### config.mk
export PLATFORM = sky130hd
export DESIGN_NAME = cia_channel_irq
export DESIGN_NICKNAME = d
export VERILOG_FILES = /design/src/rtl/cia_pkg.sv /design/src/rtl/cia_channel_irq.sv
export SDC_FILE = /design/constraint.sdc
export NUM_CORES = 1
export LEC_CHECK = 0
export ABC_AREA = 1
export BUFFER_PORTS_ARGS = -buffer_cell sky130_fd_sc_hd__buf_4
export CAP_MARGIN = 0
export CORE_MARGIN = 2
export CORE_UTILIZATION = 41
export CTS_CLUSTER_DIAMETER = 50
export DETAILED_ROUTE_END_ITERATION = 10
export PLACE_DENSITY_LB_ADDON = 0.3
export SLEW_MARGIN = 0
export SYNTH_ARGS = -nofsm -noshare
export SYNTH_HDL_FRONTEND = slang
export SYNTH_SLANG_ARGS = --single-unit
### constraint.sdc
create_clock -name i_clk -period 1.45 [get_ports i_clk]
set_clock_uncertainty 0.2 [all_clocks]
set_input_delay 0.145 -clock i_clk [delete_from_list [all_inputs] [get_ports i_clk]]
set_output_delay 0.145 -clock i_clk [all_outputs]
set_load 0.01 [all_outputs]
### src/rtl/cia_pkg.sv
package cia_pkg;

    localparam int unsigned NUM_CHANNELS     = 12;
    localparam int unsigned CHANNELS_PER_REG = 6;
    localparam int unsigned APB_ADDR_W       = 12;

    // Printed offsets are register indices; byte address is four times it.
    localparam logic [7:0] IDX_ENABLE_LOW   = 8'h60;
    localparam logic [7:0] IDX_PENDING_LOW  = 8'h61;
    localparam logic [7:0] IDX_ENABLE_HIGH  = 8'hE0;
    localparam logic [7:0] IDX_PENDING_HIGH = 8'hE1;

    localparam logic [1:0] BYTE_OFFSET_ZERO = 2'h0;
    localparam logic [5:0] ENABLE_RESET     = 6'h00;
    localparam logic [5:0] FIELD_ZERO       = 6'h00;
    localparam logic [11:0] CHANNELS_ZERO   = 12'h000;
    localparam logic [31:0] READ_ZERO       = 32'h0000_0000;

endpackage

### src/rtl/cia_channel_irq.sv
// Behaviour
// Pending bits per channel in two status registers.
// Pending bit shows an interrupt awaits service.
// Pending holds until source status is read.
// Host writes never change pending bits.
// Host reads source status to find cause.
// Read/write master enables, channels six to eleven.
// Cleared master enable blocks the channel's interrupt.
// Set master enable passes enabled source interrupts.
// Host must also enable interrupts at source.
// Master enables for channels zero to five.
// Interrupt output follows any enabled pending channel.
// Bits seven and six read zero, ignore writes.
`timescale 1ns/10ps
`default_nettype none

module cia_channel_irq #(
    parameter int unsigned NUM_CH = cia_pkg::NUM_CHANNELS
) (
    input  wire logic              i_clk,            // System clock.
    input  wire logic              i_rst_n,          // Async reset, low.
    input  wire logic              i_ce,             // Clock enable.
    input  wire logic              psel,             // APB select.
    input  wire logic              penable,          // APB access phase.
    input  wire logic              pwrite,           // APB write.
    input  wire logic [11:0]       paddr,            // APB byte address.
    input  wire logic [31:0]       pwdata,           // APB write data.
    input  wire logic [3:0]        pstrb,            // APB byte strobes.
    output logic                   pready,           // APB ready.
    output logic [31:0]            prdata,           // APB read data.
    output logic                   pslverr,          // APB error.
    input  wire logic [NUM_CH-1:0] i_src_irq,        // Enabled source events.
    input  wire logic [NUM_CH-1:0] i_src_status_rd,  // Source status read.
    output logic                   o_irq             // Host interrupt.
);

    // The register map holds exactly two groups of six channels.
    if (NUM_CH != cia_pkg::NUM_CHANNELS) begin : g_bad_num_ch
        $error("NUM_CH must be twelve for this register map.");
    end

    typedef struct packed {
        logic [NUM_CH-1:0] pending;
        logic [NUM_CH-1:0] enable;
        logic              ready;
        logic [31:0]       rdata;
        logic              slverr;
        logic              irq;
    } cia_state_t;

    cia_state_t st;
    cia_state_t next_st;

    logic [7:0] reg_idx;
    logic       addr_ok;
    logic       hit_en_lo;
    logic       hit_pn_lo;
    logic       hit_en_hi;
    logic       hit_pn_hi;
    logic       mapped;
    logic       access;

    assign reg_idx   = paddr[9:2];
    assign addr_ok   = (paddr[1:0] == cia_pkg::BYTE_OFFSET_ZERO)
                       && (paddr[11:10] == 2'h0);
    assign hit_en_lo = addr_ok && (reg_idx == cia_pkg::IDX_ENABLE_LOW);
    assign hit_pn_lo = addr_ok && (reg_idx == cia_pkg::IDX_PENDING_LOW);
    assign hit_en_hi = addr_ok && (reg_idx == cia_pkg::IDX_ENABLE_HIGH);
    assign hit_pn_hi = addr_ok && (reg_idx == cia_pkg::IDX_PENDING_HIGH);
    assign mapped    = hit_en_lo || hit_pn_lo || hit_en_hi || hit_pn_hi;
    // One wait state: the access phase completes when pready is registered.
    assign access    = psel && penable && !st.ready;

    always_comb begin
        next_st        = st;
        next_st.ready  = 1'b0;
        next_st.slverr = 1'b0;
        // A new event wins over the clear from a source status read.
        next_st.pending = (st.pending & ~i_src_status_rd) | i_src_irq;
        if (access) begin
            next_st.ready  = 1'b1;
            next_st.slverr = !mapped;
            next_st.rdata  = cia_pkg::READ_ZERO;
            if (pwrite) begin
                // Pending registers ignore writes; only bits 5..0 store.
                if (hit_en_lo && pstrb[0]) begin
                    next_st.enable[5:0] = pwdata[5:0];
                end
                if (hit_en_hi && pstrb[0]) begin
                    next_st.enable[11:6] = pwdata[5:0];
                end
            end else begin
                unique case (1'b1)
                    hit_en_lo: next_st.rdata[5:0] = st.enable[5:0];
                    hit_pn_lo: next_st.rdata[5:0] = st.pending[5:0];
                    hit_en_hi: next_st.rdata[5:0] = st.enable[11:6];
                    hit_pn_hi: next_st.rdata[5:0] = st.pending[11:6];
                    default:   next_st.rdata[5:0] = cia_pkg::FIELD_ZERO;
                endcase
            end
        end
        // Pending bits accumulate whatever the master enable says.
        next_st.irq = |(next_st.pending & next_st.enable);
    end

    always_ff @(posedge i_clk or negedge i_rst_n) begin
        if (!i_rst_n) begin
            st.pending <= cia_pkg::CHANNELS_ZERO;
            st.enable  <= {cia_pkg::ENABLE_RESET, cia_pkg::ENABLE_RESET};
            st.ready   <= 1'b0;
            st.rdata   <= cia_pkg::READ_ZERO;
            st.slverr  <= 1'b0;
            st.irq     <= 1'b0;
        end else if (i_ce) begin
            st <= next_st;
        end
    end

    assign pready  = st.ready;
    assign prdata  = st.rdata;
    assign pslverr = st.slverr;
    assign o_irq   = st.irq;

    a_pending_hold: assert property (@(posedge i_clk) disable iff (!i_rst_n)
        i_ce && $past(i_ce) && $past(st.pending[0])
        && !$past(i_src_status_rd[0]) |-> st.pending[0])
        else $error("Pending bit dropped without source read.");
    a_pending_set: assert property (@(posedge i_clk) disable iff (!i_rst_n)
        i_ce && i_src_irq[7] |=> !i_ce || st.pending[7])
        else $error("Event did not set pending bit.");
    a_write_ignored: assert property (@(posedge i_clk) disable iff (!i_rst_n)
        i_ce && access && pwrite && hit_pn_lo && i_src_irq == '0
        && i_src_status_rd == '0 |=> !i_ce || $stable(st.pending))
        else $error("Write changed pending bits.");
    a_enable_write: assert property (@(posedge i_clk) disable iff (!i_rst_n)
        i_ce && access && pwrite && hit_en_hi && pstrb[0]
        |=> !i_ce || st.enable[11:6] == $past(pwdata[5:0]))
        else $error("High enable write not stored.");
    a_enable_low: assert property (@(posedge i_clk) disable iff (!i_rst_n)
        i_ce && access && pwrite && hit_en_lo && pstrb[0]
        |=> !i_ce || st.enable[5:0] == $past(pwdata[5:0]))
        else $error("Low enable write not stored.");
    a_irq_blocked: assert property (@(posedge i_clk) disable iff (!i_rst_n)
        (st.pending & st.enable) == '0 |-> !o_irq)
        else $error("Interrupt raised by disabled channel.");
    a_irq_raised: assert property (@(posedge i_clk) disable iff (!i_rst_n)
        (st.pending & st.enable) != '0 |-> o_irq)
        else $error("Interrupt missing for enabled pending channel.");
    a_reserved_zero: assert property (@(posedge i_clk) disable iff (!i_rst_n)
        pready |-> prdata[31:6] == '0)
        else $error("Reserved read bits not zero.");
    a_read_pending: assert property (@(posedge i_clk) disable iff (!i_rst_n)
        i_ce && access && !pwrite && hit_pn_hi
        |=> !i_ce || prdata[5:0] == $past(st.pending[11:6]))
        else $error("High pending read wrong.");

    a_read_low: assert property (@(posedge i_clk) disable iff (!i_rst_n)
        i_ce && access && !pwrite && hit_pn_lo
        |=> prdata[5:0] == $past(st.pending[5:0]))
        else $error("Low pending read wrong.");
    a_read_en_high: assert property (@(posedge i_clk) disable iff (!i_rst_n)
        i_ce && access && !pwrite && hit_en_hi
        |=> prdata[5:0] == $past(st.enable[11:6]))
        else $error("High enable read wrong.");
    a_read_en_low: assert property (@(posedge i_clk) disable iff (!i_rst_n)
        i_ce && access && !pwrite && hit_en_lo
        |=> prdata[5:0] == $past(st.enable[5:0]))
        else $error("Low enable read wrong.");
    a_ready_wait: assert property (@(posedge i_clk) disable iff (!i_rst_n)
        i_ce && access |=> pready)
        else $error("Access phase not answered after one wait state.");
    a_ready_pulse: assert property (@(posedge i_clk) disable iff (!i_rst_n)
        i_ce && pready |=> !pready)
        else $error("Ready stood longer than one cycle.");
    a_slverr_unmapped: assert property (@(posedge i_clk)
        disable iff (!i_rst_n)
        i_ce && access && !mapped |=> pslverr)
        else $error("Unmapped access not flagged.");
    a_err_with_ready: assert property (@(posedge i_clk) disable iff (!i_rst_n)
        pslverr |-> pready)
        else $error("Error response without ready.");
    a_unmapped_quiet: assert property (@(posedge i_clk) disable iff (!i_rst_n)
        i_ce && access && pwrite && !mapped |=> $stable(st.enable))
        else $error("Unmapped write changed an enable.");
    a_strobe_masked: assert property (@(posedge i_clk) disable iff (!i_rst_n)
        i_ce && access && pwrite && !pstrb[0] |=> $stable(st.enable))
        else $error("Write without low strobe changed an enable.");
    a_unmapped_zero: assert property (@(posedge i_clk) disable iff (!i_rst_n)
        i_ce && access && !pwrite && !mapped |=> prdata == '0)
        else $error("Unmapped read returned data.");
    a_freeze_all: assert property (@(posedge i_clk) disable iff (!i_rst_n)
        !i_ce |=> $stable(st))
        else $error("State moved while the clock enable was low.");

    // Per-channel checks of the pending flag and its path to the output.
    for (genvar ch = 0; ch < NUM_CH; ch++) begin : g_chan_check
        a_chan_hold: assert property (@(posedge i_clk)
            disable iff (!i_rst_n)
            i_ce && st.pending[ch] && !i_src_status_rd[ch]
            |=> st.pending[ch])
            else $error("Pending bit lost before its source read.");
        a_chan_set: assert property (@(posedge i_clk)
            disable iff (!i_rst_n)
            i_ce && i_src_irq[ch] |=> st.pending[ch])
            else $error("Source event did not set its pending bit.");
        a_chan_clear: assert property (@(posedge i_clk)
            disable iff (!i_rst_n)
            i_ce && i_src_status_rd[ch] && !i_src_irq[ch]
            |=> !st.pending[ch])
            else $error("Source read did not clear its pending bit.");
        a_chan_irq: assert property (@(posedge i_clk)
            disable iff (!i_rst_n)
            st.pending[ch] && st.enable[ch] |-> o_irq)
            else $error("Enabled pending channel gave no interrupt.");
        a_chan_readonly: assert property (@(posedge i_clk)
            disable iff (!i_rst_n)
            i_ce && access && pwrite && (hit_pn_lo || hit_pn_hi)
            && !i_src_irq[ch] && !i_src_status_rd[ch]
            |=> st.pending[ch] == $past(st.pending[ch]))
            else $error("Write to a pending register moved a bit.");
    end

    c_irq_rise: cover property (@(posedge i_clk) disable iff (!i_rst_n)
        !o_irq ##1 o_irq);
    c_irq_clear: cover property (@(posedge i_clk) disable iff (!i_rst_n)
        o_irq ##1 !o_irq);
    c_read_pend: cover property (@(posedge i_clk) disable iff (!i_rst_n)
        access && !pwrite && hit_pn_lo);
    c_set_clear: cover property (@(posedge i_clk) disable iff (!i_rst_n)
        i_src_irq[0] && i_src_status_rd[0]);
    c_unmapped: cover property (@(posedge i_clk) disable iff (!i_rst_n)
        access && !mapped);

endmodule // cia_channel_irq

`default_nettype wire

== Word-level counts from Yosys, hierarchy flattened ==
Index checks and enable logic that the tools add are counted.

* Bits in registers: 33
* Input bits: 78
* Output and inout port bits: 35
* Logic and storage cells: 38

* Bitwise gates (word level): 4
* Multiplexer cells: 6
* Eq/ne operators: 4
* Reduce and logical (&&, ||, !) cells: 18

{| class="wikitable"
|+ Operators with widths
! cell !! number
|-
| $mux W46 || 1
|-
| $and A12 B12 Y12 || 2
|-
| $pmux W6 S4 || 1
|-
| $mux W6 || 3
|-
| $eq A8 B7 Y1 const B || 2
|-
| $eq A8 B8 Y1 const B || 2
|-
| $mux W12 || 1
|-
| $not A12 Y12 || 1
|-
| $or A12 B12 Y12 || 1
|-
| $reduce_or A12 Y1 || 1
|-
| $logic_and A1 B1 Y1 || 9
|-
| $logic_not A2 Y1 || 2
|-
| $logic_or A1 B1 Y1 || 3
|-
| $logic_not A1 Y1 || 2
|-
| $reduce_and A2 Y1 || 1
|}

== Logic depth before layout (Yosys ltp) ==
* Depth after elaboration: 10
* Mapped depth: 11
* Mapped depth without buffers: 11

== Worst setup path before layout ==
No wires, ideal clock.

* Path type: register to register
* Start: register st (netlist bit pready)
* End: register st (netlist bit o_irq)
* Data arrival time: 1.356 ns
* Stages on the path, launching flop included: 12
* Setup time: 0.117 ns
* Data required time: 1.133 ns
* Setup slack: -0.223 ns
* Buffers on the path: 1
* Period minus slack after synthesis: 1.673 ns
* Cells stage by stage: dfrtp_1 -> inv_2 -> nand3_1 -> nor2_4 -> buf_6 -> nand4_1 -> nand3_1 -> nand2_1 -> nor2_1 -> nand2_1 -> nor2_1 -> nor2_1

* Word-level cells in the longest chain between the ends: 5

{| class="wikitable"
|+ Ends and longest elaborated chain
! item !! RTL line !! source
|-
| from (decl) || cia_channel_irq.sv:51 || <nowiki>cia_state_t st;</nowiki>
|-
| from (signal assigned) || cia_channel_irq.sv:115 || <nowiki>st <= next_st;</nowiki>
|-
| $logic_not A1 Y1 || cia_channel_irq.sv:72 || <nowiki>assign access = psel && penable && !st.ready;</nowiki>
|-
| $logic_and A1 B1 Y1 || cia_channel_irq.sv:72 ||
|-
| $mux W46 || cia_channel_irq.sv:80 || <nowiki>if (access) begin</nowiki>
|-
| $and A12 B12 Y12 || cia_channel_irq.sv:103 || <nowiki>next_st.irq = |(next_st.pending & next_st.enable);</nowiki>
|-
| $reduce_or A12 Y1 || cia_channel_irq.sv:103 ||
|}

No other way between the ends.
A chain may end at the register's enable or synchronous reset.

== Final worst setup path ==
Ends and elaborated chain as after synthesis.

==> results.tsv <==
stage	metric	value	unit
logic_synthesis	synth_cells	284	
setup_path	rrSetupSlack	-0.33	ns
logic_synthesis	synthTopCellsByArea	dfrtp_1 38%, buf_4 11%, nand2_1 10%, inv_1 6.2%, nand3_1 6.0%	
logic_synthesis	synth-seq-cells	33	
die	chipWidth	76.8	um
clock_tree	cts_sinks	33	
place	dpl_worst_slack	-0.326	ns
power_and_ir_drop	leakage	1.53	nW
power_and_ir_drop	comb_power_share	24.5	%
power_and_ir_drop	clkPwrFrac	29.2	%
status	status	finished, violations left	
min_path	hp-class	in2reg	
timing	finalCritPeriodShare	123	%
final_layout	fin_nets	441	
final_layout	multi_input_area	1030	um2
final_layout	drive_above_1_share	28.0	%
clock_tree	path_clk_slew	0.07	ns
timing	layout_setup_ws	-0.329	ns
setup_path	crit_start	pready	
setup_path	crit_arrival	1.75	ns
global_route	antenna_found_initial	0	
route	vias_per_cell	4.77	
setup_path	crit_end	o_irq	
setup_path	cp-start-kind	flip-flop	
route	ant_nets	0	
die	num_rows	26	
global_route	grt_pass1_wl	8800	um
setup_path	max_stage_delay	0.39	ns
logic_synthesis	synth_top_cell_area_share	38.0	%
final_layout	fillerInstances	493	
timing	setup_viol	19	
setup_path	crit_family	simple AND/OR/NAND/NOR gates	
logic_synthesis	synth_commonest_cells	60 x nand2_1, 36 x inv_1, 33 x dfrtp_1	
global_route	grt_pass1_vias	1895	
setup_path	end_kind	flip-flop	
setup_path	regToRegEndpoint	o_irq	
clock_tree	tritoncts	yes	
die	ios	113	
final_layout	seq_area	826	um2
power_and_ir_drop	max-vdd-ir-drop	557	uV
timing	drv_slew	0	
logic_synthesis	ys_warn_count	0	
global_route	grt_max_degree	53	
route	drt_pass1_iterations	4	
final_layout	diodes	0	
logic_synthesis	syn_avg_cell_area	7.64	um2
clock_tree	cts_buffer_depth	2	
logic_synthesis	synth_seq_area_share	38.0	%
die	die_area	5890	um2
timing	rsz0062_at_grt	true	
timing	hold_viol_final	3	
route	vias	2070	
route	drt_wl_total	5240	um
route	drtIter0Drc	122	
setup_path	timing.critical_path.required	1.42	ns
setup_path	rr_worst_depth	11	
global_route	track_usage	18.4	%
setup_path	cp_max_fo	5	
timing	whs	-0.00307	ns
clock_tree	root_buffer	clkbuf_8	
logic_synthesis	synth.largest_area_cell	dfrtp_1	
setup_path	crit_buf_inv	2	
setup_path	path_class	reg2reg	
global_route	overflow	0	
setup_path	worst_r2r_startpoint	pready	
logic_synthesis	synthArstFlopShare	100	%
setup_path	crit_top_cell	nor2_1	
die	die-height	76.8	um
route	wl_per_cell	12.1	um
power_and_ir_drop	switching_share	29.7	%
logic_synthesis	synth_top_flop_cell	dfrtp_1	
setup_path	worst-path-stages	11	
timing	min_period	1.78	ns
die	coreArea	5110	um2
clock_tree	clk_latency	0.28	ns
logic_synthesis	synth.distinct_cells	25	
timing	fmaxAchievable	562	MHz
logic_synthesis	synth_area	2170	um2
status	violations	hold timing, setup timing	
clock_tree	htree_levels	2	
setup_path	slowest_stage	dfrtp_1	
route	drc	0	
logic_synthesis	synth_enable_flop_cells	0	
min_path	hold_depth	4	
clock_tree	cts_inserted_buffers	5	
power_and_ir_drop	p_switching	0.675	mW
power_and_ir_drop	powerDensity	797	nW/um2
setup_path	path_cells	inv_2 -> nand3_2 -> nor2_4 -> buf_6 -> nand4_1 -> nand3_1 -> nand2_1 -> nor2_1 -> nand2_1 -> nor2_1 -> nor2_1	
power_and_ir_drop	p_seq_share	46.3	%
timing	tns	-2.62	ns
power_and_ir_drop	internal_power	1.60	mW
logic_synthesis	yosysMostFrequentCell	nand2_1	
die	initial_core_util	42.5	%
flow_run	max_cap_viol_count	0	
place	io_buffers	57	
final_layout	synthToLayoutAreaGrowth	31.6	%
place	dp_hpwl	3780	um
place	gp_congestion	0.936	
## kinds of logic (layout without fill, tap and decap cells)
kind of cell | Yosys count | count (layout) | share of synthesized area, %
buffers and inverters | 77 | 132 | 19.6
AO/OA/AOI/OAI | 53 | 53 | 14.5
AND/OR/NAND/NOR | 120 | 120 | 27.7
other | 1 | 26 | 0.173
flip-flops | 33 | 33 | 38.0
## final cells by class
class / instances / share of cell area (%)
clock buffers: 8 / 2.80
inverters: 37 / 4.86
multi-input cells: 199 / 36.2
flip-flops and latches: 33 / 28.9
well taps: 70 / 3.06
repair buffers: 87 / 24.2
## power by group through the flow
stage          logic, mW  registers, mW  clock network, mW
2_1_floorplan      0.349           1.07                  0
5_1_grt            0.632           1.06              0.722
3_3_place_gp       0.507           1.07                  0
3_5_place_dp       0.519           1.07                  0
4_1_cts            0.551           1.05              0.678
6_report           0.557           1.05              0.665
## worst min-delay path by stage
stage                                   from     end  slack, ns
after detailed placement             i_rst_n  st[55]      -0.08
after global placement               i_rst_n  st[37]      -0.08
after CTS                 i_src_status_rd[1]  st[48]     0.0003
after global routing            i_src_irq[2]  st[49]       0.01
final                     i_src_status_rd[9]  st[56]     -0.003
after floorplan                      i_rst_n   o_irq      -0.35
## through the flow
stage                     total power, mW  utilization, %  area [um2]  std cells
final                                2.28            56.0        2860        434
after global routing                 2.41            56.0        2860        434
after CTS                            2.28            55.4        2830        431
after detailed placement             1.59            51.3        2620        412
after global placement               1.57            51.3        2620        412
after floorplan                      1.42               -        2270        309
## sequential cells by signal (all words and copies together) (netlist names)
| signal | count |
|---|---|
| st | 24 |
| pready | 1 |
| prdata | 6 |
| o_irq | 1 |
| pslverr | 1 |
## cell usage in the layout, fill, tap and decap left out, drive strengths merged
| master | n |
|---|---|
| buf | 78 |
| nand2 | 63 |
| inv | 37 |
| dfrtp | 33 |
| o21ai | 30 |
| nand3 | 28 |
| conb | 26 |
| nor2 | 14 |
| o21bai | 13 |
| nand4 | 13 |
| dlygate4sd3 | 9 |
| o22ai | 8 |
| clkbuf | 8 |
| o2111ai | 2 |
| nor3 | 2 |
## tightest hold or removal path, delay by kind of cell
kind                   cells  cell delay (ns)
AOI/OAI and AO/OA          2             0.15
buffers and inverters      1             0.07
and+or+nand+nor            1             0.06
## metal layers
metal  part of all wire, %  GRT usage, %  vias up
li1                      -             -     1034
met1                    44          25.5      951
met2                    48          28.9       79
met3                   7.4          4.12        6
met4                  0.90          5.09        0
met5                     0             0        -
## timing repair
item                                   4_1_cts  5_1_grt
endpoints found under the hold margin       40        0
resized for setup                            8        3
setup endpoints to repair                   16       20
buffers inserted                             3        3
hold buffers                                 9        0
pin swaps                                    4        3
Note: power is estimated with default switching activity, not from simulation.
